### src/shared/arbf_pkg.sv
// Constants shared by the result bus formatter
package arbf_pkg;
	// ****************************************
	// Widths
	// ****************************************
	localparam int unsigned RES_W  = 18;
	localparam int unsigned ADDR_W = 4;
	localparam int unsigned DATA_W = 32;

	// ****************************************
	// Bus width selection codes
	// ****************************************
	localparam logic [1:0] BW_PAR18  = 2'h0;
	localparam logic [1:0] BW_WORD16 = 2'h1;
	localparam logic [1:0] BW_BYTE8  = 2'h2;
	localparam logic [1:0] BW_SERIAL = 2'h3;

	// ****************************************
	// Register map (byte addresses)
	// ****************************************
	localparam logic [ADDR_W-1:0] CFG_OFS    = 4'h0;
	localparam logic [ADDR_W-1:0] STATUS_OFS = 4'h4;
	localparam logic [ADDR_W-1:0] RESULT_OFS = 4'h8;

	// Configuration register fields
	localparam int unsigned CFG_RANGE_LSB = 0;
	localparam int unsigned CFG_CMODE_LSB = 2;
	localparam int unsigned CFG_TWOC_BIT  = 4;
	localparam int unsigned CFG_W         = 5;
	localparam logic [CFG_W-1:0] CFG_RST  = 5'h00;

	// Status register fields
	localparam int unsigned ST_RANGE_LSB = 0;
	localparam int unsigned ST_CMODE_LSB = 2;
	localparam int unsigned ST_BW_LSB    = 4;
	localparam int unsigned ST_EN_BIT    = 6;
	localparam int unsigned ST_IREF_BIT  = 7;
	localparam int unsigned ST_BUF_BIT   = 8;

	// Bus responses
	localparam logic [1:0] RESP_OKAY   = 2'h0;
	localparam logic [1:0] RESP_DECERR = 2'h3;

	localparam logic [RES_W-1:0] RES_RST = 18'h00000;
	localparam logic [RES_W-1:0] ALL_ON  = 18'h3FFFF;
	localparam logic [RES_W-1:0] ALL_OFF = 18'h00000;
endpackage

### src/design/arbf_top.sv
// Result bus formatter with register slave
//
// The register addresses and the AXI4-Lite register port are this design's own decisions.
`timescale 1ns/100ps
// What this block does
// - Width 0 drives all 18 bits straight
// - Width 1 high word on lines 2-17
// - Width 1 low word, lines 2-3, rest zero
// - Width 2 high byte on lines 10-17
// - Width 2 midbyte bits 2-9 on 10-17
// - Width 2 low byte on 16-17 with line 2 high, else on 10-11; rest zero
// - Serial software mode uses register configuration
// - Bus enabled only with select and read low
// - Reset clears configuration and output data
module arbf_top (
	input  wire logic                    clk_sys_i,
	input  wire logic                    sys_rst_i,
	input  wire logic [17:0]             result_i,
	input  wire logic                    result_load_i,
	input  wire logic                    bus_width_select_msb_i,
	input  wire logic                    bus_width_select_lsb_i,
	input  wire logic                    cs_n_i,
	input  wire logic                    rd_n_i,
	input  wire logic [17:0]             data_i,
	output logic      [17:0]             data_o,
	output logic      [17:0]             data_oe_o,
	input  wire logic                    hardware_software_select_i,
	input  wire logic [1:0]              range_pin_i,
	input  wire logic [1:0]              conv_mode_pin_i,
	output logic      [1:0]              eff_range_o,
	output logic      [1:0]              eff_conv_mode_o,
	input  wire logic                    internal_ref_powerdown_i,
	input  wire logic                    ref_buffer_powerdown_i,
	output logic                         int_ref_enable_o,
	output logic                         ref_buffer_enable_o,
	input  wire logic [3:0]              s_axi_awaddr,
	input  wire logic                    s_axi_awvalid,
	output logic                         s_axi_awready,
	input  wire logic [31:0]             s_axi_wdata,
	input  wire logic [3:0]              s_axi_wstrb,
	input  wire logic                    s_axi_wvalid,
	output logic                         s_axi_wready,
	output logic      [1:0]              s_axi_bresp,
	output logic                         s_axi_bvalid,
	input  wire logic                    s_axi_bready,
	input  wire logic [3:0]              s_axi_araddr,
	input  wire logic                    s_axi_arvalid,
	output logic                         s_axi_arready,
	output logic      [31:0]             s_axi_rdata,
	output logic      [1:0]              s_axi_rresp,
	output logic                         s_axi_rvalid,
	input  wire logic                    s_axi_rready
);
	// ****************************************
	// Internal state
	// ****************************************
	logic [17:0]                  result_r;
	logic [arbf_pkg::CFG_W-1:0]   cfg_r;
	logic [17:0]                  data_r;
	logic [17:0]                  oe_r;
	logic [17:0]                  data_nxt;
	logic [17:0]                  oe_nxt;
	logic [17:0]                  fmt_w;
	logic [1:0]                   bw_w;
	logic                         en_w;
	logic                         twoc_w;
	logic [1:0]                   range_r;
	logic [1:0]                   cmode_r;
	logic                         iref_r;
	logic                         buf_r;
	logic                         aw_hold_r;
	logic                         w_hold_r;
	logic [3:0]                   awaddr_r;
	logic [31:0]                  wdata_r;
	logic                         wstrb0_r;
	logic                         awready_r;
	logic                         wready_r;
	logic                         bvalid_r;
	logic [1:0]                   bresp_r;
	logic                         arready_r;
	logic                         rvalid_r;
	logic [31:0]                  rdata_r;
	logic [1:0]                   rresp_r;
	logic                         wr_go_w;

	assign bw_w = {bus_width_select_msb_i, bus_width_select_lsb_i};
	assign en_w = !cs_n_i && !rd_n_i;

	// Line 0 is the format input in every mode but 18-bit parallel
	assign twoc_w = (bw_w == arbf_pkg::BW_PAR18) ?
		cfg_r[arbf_pkg::CFG_TWOC_BIT] : !data_i[0];
	assign fmt_w = twoc_w ? {~result_r[17], result_r[16:0]} : result_r;

	// ****************************************
	// Result capture
	// ****************************************
	// reset clears the captured result
	always_ff @(posedge clk_sys_i or posedge sys_rst_i) begin
		if (sys_rst_i) begin
			result_r <= arbf_pkg::RES_RST;
		end else if (result_load_i) begin
			result_r <= result_i;
		end
	end

	// ****************************************
	// Data bus lane steering
	// ****************************************
	always_comb begin
		data_nxt = arbf_pkg::ALL_OFF;
		oe_nxt   = arbf_pkg::ALL_OFF;
		case (bw_w)
			arbf_pkg::BW_PAR18: begin
				data_nxt = fmt_w;
				oe_nxt   = arbf_pkg::ALL_ON;
			end
			arbf_pkg::BW_WORD16: begin
				oe_nxt = {16'hFFFF, 2'h0};
				if (!data_i[1]) begin
					data_nxt[17:2] = fmt_w[17:2];
				end else begin
					data_nxt[3:2] = fmt_w[1:0];
				end
			end
			arbf_pkg::BW_BYTE8: begin
				// Lines 3 to 9 stay released in byte mode
				oe_nxt = {8'hFF, 10'h000};
				case ({data_i[1], data_i[2]})
					2'h0: data_nxt[17:10] = fmt_w[17:10];
					2'h1: data_nxt[17:10] = fmt_w[9:2];
					// Low bits on lines 10 and 11
					2'h2: data_nxt[11:10] = fmt_w[1:0];
					// low bits on 16 and 17
					default: data_nxt[17:16] = fmt_w[1:0];
				endcase
			end
			default: begin
				oe_nxt = arbf_pkg::ALL_OFF;
			end
		endcase
		if (!en_w) begin
			oe_nxt = arbf_pkg::ALL_OFF;
		end
		data_nxt = data_nxt & oe_nxt;
	end

	always_ff @(posedge clk_sys_i or posedge sys_rst_i) begin
		if (sys_rst_i) begin
			data_r <= arbf_pkg::ALL_OFF;
			oe_r   <= arbf_pkg::ALL_OFF;
		end else begin
			data_r <= data_nxt;
			oe_r   <= oe_nxt;
		end
	end

	// ****************************************
	// Effective configuration and reference
	// ****************************************
	always_ff @(posedge clk_sys_i or posedge sys_rst_i) begin
		if (sys_rst_i) begin
			range_r <= 2'h0;
			cmode_r <= 2'h0;
			iref_r  <= 1'b0;
			buf_r   <= 1'b0;
		end else begin
			if (bw_w == arbf_pkg::BW_SERIAL &&
			    !hardware_software_select_i) begin
				range_r <= cfg_r[arbf_pkg::CFG_RANGE_LSB +: 2];
				cmode_r <= cfg_r[arbf_pkg::CFG_CMODE_LSB +: 2];
			end else begin
				range_r <= range_pin_i;
				cmode_r <= conv_mode_pin_i;
			end
			iref_r <= !internal_ref_powerdown_i;
			buf_r  <= !ref_buffer_powerdown_i;
		end
	end

	// ****************************************
	// Register slave, write path
	// ****************************************
	// Address and data may arrive in either order
	assign wr_go_w = aw_hold_r && w_hold_r && !bvalid_r;

	always_ff @(posedge clk_sys_i or posedge sys_rst_i) begin
		if (sys_rst_i) begin
			aw_hold_r <= 1'b0;
			awready_r <= 1'b1;
			awaddr_r  <= 4'h0;
		end else if (s_axi_awvalid && awready_r) begin
			aw_hold_r <= 1'b1;
			awready_r <= 1'b0;
			awaddr_r  <= s_axi_awaddr;
		end else if (bvalid_r && s_axi_bready) begin
			aw_hold_r <= 1'b0;
			awready_r <= 1'b1;
		end
	end

	always_ff @(posedge clk_sys_i or posedge sys_rst_i) begin
		if (sys_rst_i) begin
			w_hold_r <= 1'b0;
			wready_r <= 1'b1;
			wdata_r  <= 32'h00000000;
			wstrb0_r <= 1'b0;
		end else if (s_axi_wvalid && wready_r) begin
			w_hold_r <= 1'b1;
			wready_r <= 1'b0;
			wdata_r  <= s_axi_wdata;
			wstrb0_r <= s_axi_wstrb[0];
		end else if (bvalid_r && s_axi_bready) begin
			w_hold_r <= 1'b0;
			wready_r <= 1'b1;
		end
	end

	always_ff @(posedge clk_sys_i or posedge sys_rst_i) begin
		if (sys_rst_i) begin
			bvalid_r <= 1'b0;
			bresp_r  <= arbf_pkg::RESP_OKAY;
		end else if (wr_go_w) begin
			bvalid_r <= 1'b1;
			bresp_r  <= (awaddr_r[3:2] <= arbf_pkg::RESULT_OFS[3:2]) ?
				arbf_pkg::RESP_OKAY : arbf_pkg::RESP_DECERR;
		end else if (bvalid_r && s_axi_bready) begin
			bvalid_r <= 1'b0;
		end
	end

	always_ff @(posedge clk_sys_i or posedge sys_rst_i) begin
		if (sys_rst_i) begin
			cfg_r <= arbf_pkg::CFG_RST;
		end else if (wr_go_w && wstrb0_r &&
		             awaddr_r[3:2] == arbf_pkg::CFG_OFS[3:2]) begin
			cfg_r <= wdata_r[arbf_pkg::CFG_W-1:0];
		end
	end

	// ****************************************
	// Register slave, read path
	// ****************************************
	always_ff @(posedge clk_sys_i or posedge sys_rst_i) begin
		if (sys_rst_i) begin
			arready_r <= 1'b1;
			rvalid_r  <= 1'b0;
			rdata_r   <= 32'h00000000;
			rresp_r   <= arbf_pkg::RESP_OKAY;
		end else if (s_axi_arvalid && arready_r) begin
			arready_r <= 1'b0;
			rvalid_r  <= 1'b1;
			rresp_r   <= arbf_pkg::RESP_OKAY;
			rdata_r   <= 32'h00000000;
			case (s_axi_araddr[3:2])
				arbf_pkg::CFG_OFS[3:2]: begin
					rdata_r[arbf_pkg::CFG_W-1:0] <= cfg_r;
				end
				arbf_pkg::STATUS_OFS[3:2]: begin
					rdata_r[arbf_pkg::ST_RANGE_LSB +: 2] <= range_r;
					rdata_r[arbf_pkg::ST_CMODE_LSB +: 2] <= cmode_r;
					rdata_r[arbf_pkg::ST_BW_LSB +: 2]    <= bw_w;
					rdata_r[arbf_pkg::ST_EN_BIT]         <= en_w;
					rdata_r[arbf_pkg::ST_IREF_BIT]       <= iref_r;
					rdata_r[arbf_pkg::ST_BUF_BIT]        <= buf_r;
				end
				arbf_pkg::RESULT_OFS[3:2]: begin
					rdata_r[17:0] <= result_r;
				end
				default: begin
					rresp_r <= arbf_pkg::RESP_DECERR;
				end
			endcase
		end else if (rvalid_r && s_axi_rready) begin
			rvalid_r  <= 1'b0;
			arready_r <= 1'b1;
		end
	end

	assign data_o          = data_r;
	assign data_oe_o       = oe_r;
	assign eff_range_o     = range_r;
	assign eff_conv_mode_o = cmode_r;
	assign int_ref_enable_o    = iref_r;
	assign ref_buffer_enable_o = buf_r;
	assign s_axi_awready = awready_r;
	assign s_axi_wready  = wready_r;
	assign s_axi_bvalid  = bvalid_r;
	assign s_axi_bresp   = bresp_r;
	assign s_axi_arready = arready_r;
	assign s_axi_rvalid  = rvalid_r;
	assign s_axi_rdata   = rdata_r;
	assign s_axi_rresp   = rresp_r;
endmodule

### config.mk
export PLATFORM = sky130hd
export DESIGN_NAME = arbf_top
export DESIGN_NICKNAME = d
export VERILOG_FILES = /design/src/shared/arbf_pkg.sv /design/src/design/arbf_top.sv
export SDC_FILE = /design/constraint.sdc
export NUM_CORES = 1
export LEC_CHECK = 0
export BUFFER_PORTS_ARGS = -buffer_cell sky130_fd_sc_hd__buf_2
export CAP_MARGIN = 10
export CORE_UTILIZATION = 46
export CTS_CLUSTER_DIAMETER = 200
export DETAILED_ROUTE_END_ITERATION = 7
export MAX_ROUTING_LAYER = met4
export PLACE_DENSITY = 0.8
export SLEW_MARGIN = 20
export SYNTH_ARGS = -nofsm -noshare
export SYNTH_HDL_FRONTEND = slang
export SYNTH_SLANG_ARGS = --single-unit
export TNS_END_PERCENT = 30
### constraint.sdc
create_clock -name clk_sys_i -period 3.7 [get_ports clk_sys_i]
set_input_delay 0.74 -clock clk_sys_i [delete_from_list [all_inputs] [get_ports clk_sys_i]]
set_output_delay 0.74 -clock clk_sys_i [all_outputs]
set_load 0.03 [all_outputs]
* After elaboration in Yosys (flattened, before gate mapping) *
Cells that the tools add are included.

storage, ports and cells
  flip-flop bits (word level) = 104
  input bits = 99
  output and inout port bits = 83
  word-level logic and storage cells = 88

cells by class
  order comparisons = 1
  equal/unequal tests = 7
  multiplexer cells = 30
  bitwise logic cells = 2
  reductions and logical operators = 27

operators by type and width
  kind                                                             count
  18-bit one-hot mux with 3 select lines                           1
  18-bit 2-to-1 mux                                                2
  8-bit one-hot mux with 3 select lines                            1
  18-bit bitwise AND                                               1
  4-bit one-hot mux with 2 select lines                            2
  8-bit one-hot mux with 2 select lines                            1
  5-bit one-hot mux with 3 select lines                            1
  14-bit 2-to-1 mux                                                1
  1-bit 2-to-1 mux                                                 12
  2-bit 2-to-1 mux                                                 6
  2-bit one-hot mux with 3 select lines                            2
  1-bit logical AND                                                11
  9-bit 2-to-1 mux                                                 1
  2-bit == test, second input constant                             4
  2-bit zero test                                                  4
  2-bit nonzero test                                               4
  1-bit zero test                                                  7
  2-bit by 1-bit == test with 1-bit output, second input constant  3
  3-bit OR reduction                                               1
  2-bit less-or-equal comparator, second input constant            1
  1-bit inverter                                                   1

* Depth between registers and ports, before layout *
  word-level depth = 6
  depth in mapped cells = 6
  depth with buffers taken out = 4

* Least setup slack after synthesis *
Ideal clock, no wire load.

  kind = input to register
  start point = in result_load_i
  end point = reg result_r[10]
  library setup time = 0.125 ns
  data arrival time = 1.653 ns
  required time = 3.575 ns
  path slack = 1.922 ns
  cell stages on the path = 3
  buffers on the path = 2
  cell sequence = clkbuf_1 > buf_2 > mux2_2

RTL lines
  item                  RTL line         source
  from (decl)           arbf_top.sv:19   input wire logic result_load_i,
  to (signal assigned)  arbf_top.sv:100  result_r <= arbf_pkg::RES_RST;
  to (signal assigned)  arbf_top.sv:102  result_r <= result_i;
  to (decl)             arbf_top.sv:57   logic [17:0] result_r;

No word-level cell between the ends.

* Worst setup path after layout *
  start point = reg arready_r, in the netlist s_axi_arready
  end point = reg rdata_r[2], in the netlist s_axi_rdata[2]

on the way
  word-level cells in the longest chain between the ends = 1

RTL lines
  item                             RTL line         source
  from (decl)                      arbf_top.sv:80   logic arready_r;
  from (signal assigned)           arbf_top.sv:245  arready_r <= 1'b1;
  from (signal assigned)           arbf_top.sv:250  arready_r <= 1'b0;
  from (signal assigned)           arbf_top.sv:275  arready_r <= 1'b1;
  1-bit logical AND                arbf_top.sv:249  end else if (s_axi_arvalid && arready_r) begin
  to (signal, indexed assignment)  arbf_top.sv:256  rdata_r[arbf_pkg::CFG_W-1:0] <= cfg_r;
  to (signal, indexed assignment)  arbf_top.sv:259  rdata_r[arbf_pkg::ST_RANGE_LSB +: 2] <= range_r;
  to (signal, indexed assignment)  arbf_top.sv:260  rdata_r[arbf_pkg::ST_CMODE_LSB +: 2] <= cmode_r;
  to (decl)                        arbf_top.sv:82   logic [31:0] rdata_r;

Every way passes these cells.
A chain may end at the register's enable or synchronous reset.

==> metrics <==
initial antenna violation count=0; leakage=2.302 nW; R2R setup slack=1.77 ns; diode count=0; logic gate share of total power=roughly 28%; die width=91.41 um; ys async rst share=100.0%; number of synthesized register bits=85; num rows=32; worst path arrival time=between 2 and 2.5 ns; hold crit path type=reg -> reg; IO Port Bufs=118; P_int=about 1.7 mW; Die H=just over 90 um; Mean Syn Cell Area=roughly 12 um^2; Sw Share=a little over a third; gr usage total=around a fifth; worst vdd ir=0.3268 mV; sw power=933.3 uW; setup tns final=0 ns; vias in the first global route=approximately 2600; Seq/Total Area, Yosys=~58%; nets=521; vias per cell=roughly 5; CP Max Fanout=30; final setup violation count=0; DP HPWL=~5700 um; crit end category=register; grt ovf=0; Final Skew=0.01431 ns; min cycle time layout=roughly 1.9 ns; drt drc=0; DRT Wirelength=roughly 7600 um; critical path's top delay family=simple AND/OR/NAND/NOR gates; core area=~7700 um^2; CTS tree=done; final design utilization=roughly 57%; area of the multi-input gates=1259 um^2; first-pass GRT wire length=around 12000 um; CTS Hold Buffers Added=0; worst reg2reg path endpoint=s_axi_rdata[2]$_DFFE_PP0P_; Max-cap violations=0; reg-to-reg startpoint=s_axi_arready$_DFFE_PP1P_; total CTS buffers=9; Layout area overhead=18.78%; Post-synth EDFFs=0; Resized cells post-CTS=0; placed cell areas=between 4000 and 5000 um^2; CTS max path bufs=2; DRT iter0 DRCs=between 100 and 150; synth unique cells=34; htree depth=3; most common cell after layout, fill and taps aside=buf_2; Worst-Margin Slew=about 0.88 ns; root buf cell=clkbuf_8; Fmax=about 0.52 GHz; Pre-antenna DRT Iters=4; wire per inst=roughly 14 um; Mapped Cells=between 300 and 400; Slew HR=41.07%; Clock Sinks=85; Clk pin slew, worst setup/hold paths=0.09 ns; Startpoint Class=register; largest net degree at the start of global routing=65; commonest non-fill, non-tap cells in the layout=118 x buf_2, 82 x dfrtp_1, 49 x nand2_1; Final WS setup=around 1.8 ns; IO Count=~180; # fillers=just under 700; post-route cell area=approximately 4400 um^2; die area=~8400 um^2; Seq pwr share=between 40% and 50%; outcome=completed; Max Slew Vio Count=0; HP Start=s_axi_rdata[12]$_DFFE_PP0P_; Routed Antenna Nets=0; Hold Path Sink=s_axi_rdata[12]$_DFFE_PP0P_; dominant synthesized flop cell=dfrtp_1; sequential cell area=~2100 um^2; clock power share=approximately a quarter; routability cong.=0.8804; CP Class=reg -> reg; Worst path slowest cell=dfstp_2; post-CTS setup buffer count=0; Initial Util=47.59%; DP Worst Slack=roughly 1.5 ns; Syn Std Cell Area=about 3700 um^2; Critical Path RT=a little under 4 ns; PD cells=613.1 nW/um^2; total number of vias=~2600; layout cells sized above 1=between 40% and 50%; Cell Chain, Critical Path=nand2_1 -> or2_2 -> o21ai_0; Synthesis Warnings=0; worst-skew pair later-pin latency=between 0.3 and 0.4 ns; WHS Path Cells=2; fin crit share=52.06%; Crit path buffers/inverters=0; RSZ-0062 raised after global routing=no; Worst Reg2Reg Path Length in Cells=3; Final Hold Fails=0; biggest cell delay along the critical path=between 0.5 and 0.6 ns
-- routing by layer --
layer  wire length [um]  global-route usage [%]
met4                162                   8.598
met2               3769                   32.96
met5                  0                       -
met3                390                   3.936
met1               3268                   24.28
-- per-stage QoR --
step | hold WS (ns) | std cells | power [mW]
finish | 0.4839 | 525 | 2.678
global route | 0.5097 | 525 | 2.824
CTS | 0.4888 | 525 | 2.703
detailed placement | 0.4705 | 509 | 2.049
global placement | 0.4605 | 509 | 2.017
floorplan | 0.4673 | 332 | 1.843
-- state kept, by name, summed over array words and instances, names as in the netlist, 2 cells and up --
signal and cells:
s_axi_rdata 18, eff_conv_mode_o 2, cfg_r 5, eff_range_o 2, awaddr_r 2, result_r 18
data_oe_o 3, wdata_r 5, data_o 18
-- cells in the mapped netlist (all sizes together), types with 3 or more instances --
cell type / n / area, um^2
a21oi: 5 / 25.02
a222oi: 5 / 50.05
a22oi: 10 / 75.07
and2: 3 / 18.77
and3: 6 / 37.54
buf: 34 / 254.0
clkbuf: 11 / 41.29
dfrtp: 82 / 2052
dfstp: 3 / 78.83
ha: 4 / 50.05
inv: 11 / 41.29
mux2: 35 / 412.9
mux2i: 4 / 40.04
nand2: 49 / 183.9
nand3: 4 / 25.02
nor2: 10 / 37.54
nor2b: 4 / 25.02
o21ai: 23 / 115.1
o22ai: 4 / 25.02
or2: 3 / 18.77
-- cell families after synthesis --
family                   share of synthesized area [%]
buffers and inverters                            9.153
flip-flops                                       57.95
AND/OR/NAND/NOR                                  10.55
adder cells (fa/ha/maj)                          1.361
AO/OA/AOI/OAI                                    8.574
other                                           0.1020
multiplexers                                     12.32
-- power by group through the flow --
stage          logic [mW]  registers [mW]  clock network [mW]
2_1_floorplan       0.374            1.47                   0
3_3_place_gp        0.730            1.29                   0
6_report            0.744            1.28               0.655
4_1_cts             0.752            1.28               0.670
3_5_place_dp        0.752            1.30                   0
5_1_grt             0.807            1.31               0.707
-- worst max-delay path by stage --
stage                                            end  slack, ns  cells after the start                 startpoint
after global routing      s_axi_rdata[1]$_DFFE_PP0P_       1.58                      3  s_axi_arready$_DFFE_PP1P_
after global placement    s_axi_rdata[3]$_DFFE_PP0P_       1.53                      4              s_axi_arvalid
after CTS                 s_axi_rdata[1]$_DFFE_PP0P_       1.75                      3  s_axi_arready$_DFFE_PP1P_
after detailed placement  s_axi_rdata[1]$_DFFE_PP0P_       1.49                      4              s_axi_arvalid
after floorplan                aw_hold_r$_DFFE_PP0P_       0.77                      1                  sys_rst_i
final                     s_axi_rdata[2]$_DFFE_PP0P_       1.77                      3  s_axi_arready$_DFFE_PP1P_
-- tightest hold or removal path: stages (launching register included) --
cell     delay, ns
dfrtp_1       0.35
nand2_1       0.05
o21ai_0       0.06
-- cell type report --
| type | instances | area share, % |
|---|---|---|
| Clock inverter | 5 | 1.375 |
| Inverter | 11 | 1.003 |
| Sequential cell | 85 | 48.78 |
| Multi-Input combinational cell | 191 | 28.82 |
| Tap cell | 102 | 2.922 |
| Clock buffer | 11 | 3.237 |
| Timing Repair Buffer | 120 | 13.86 |
No activity file was read; power rests on OpenSTA's default activity.
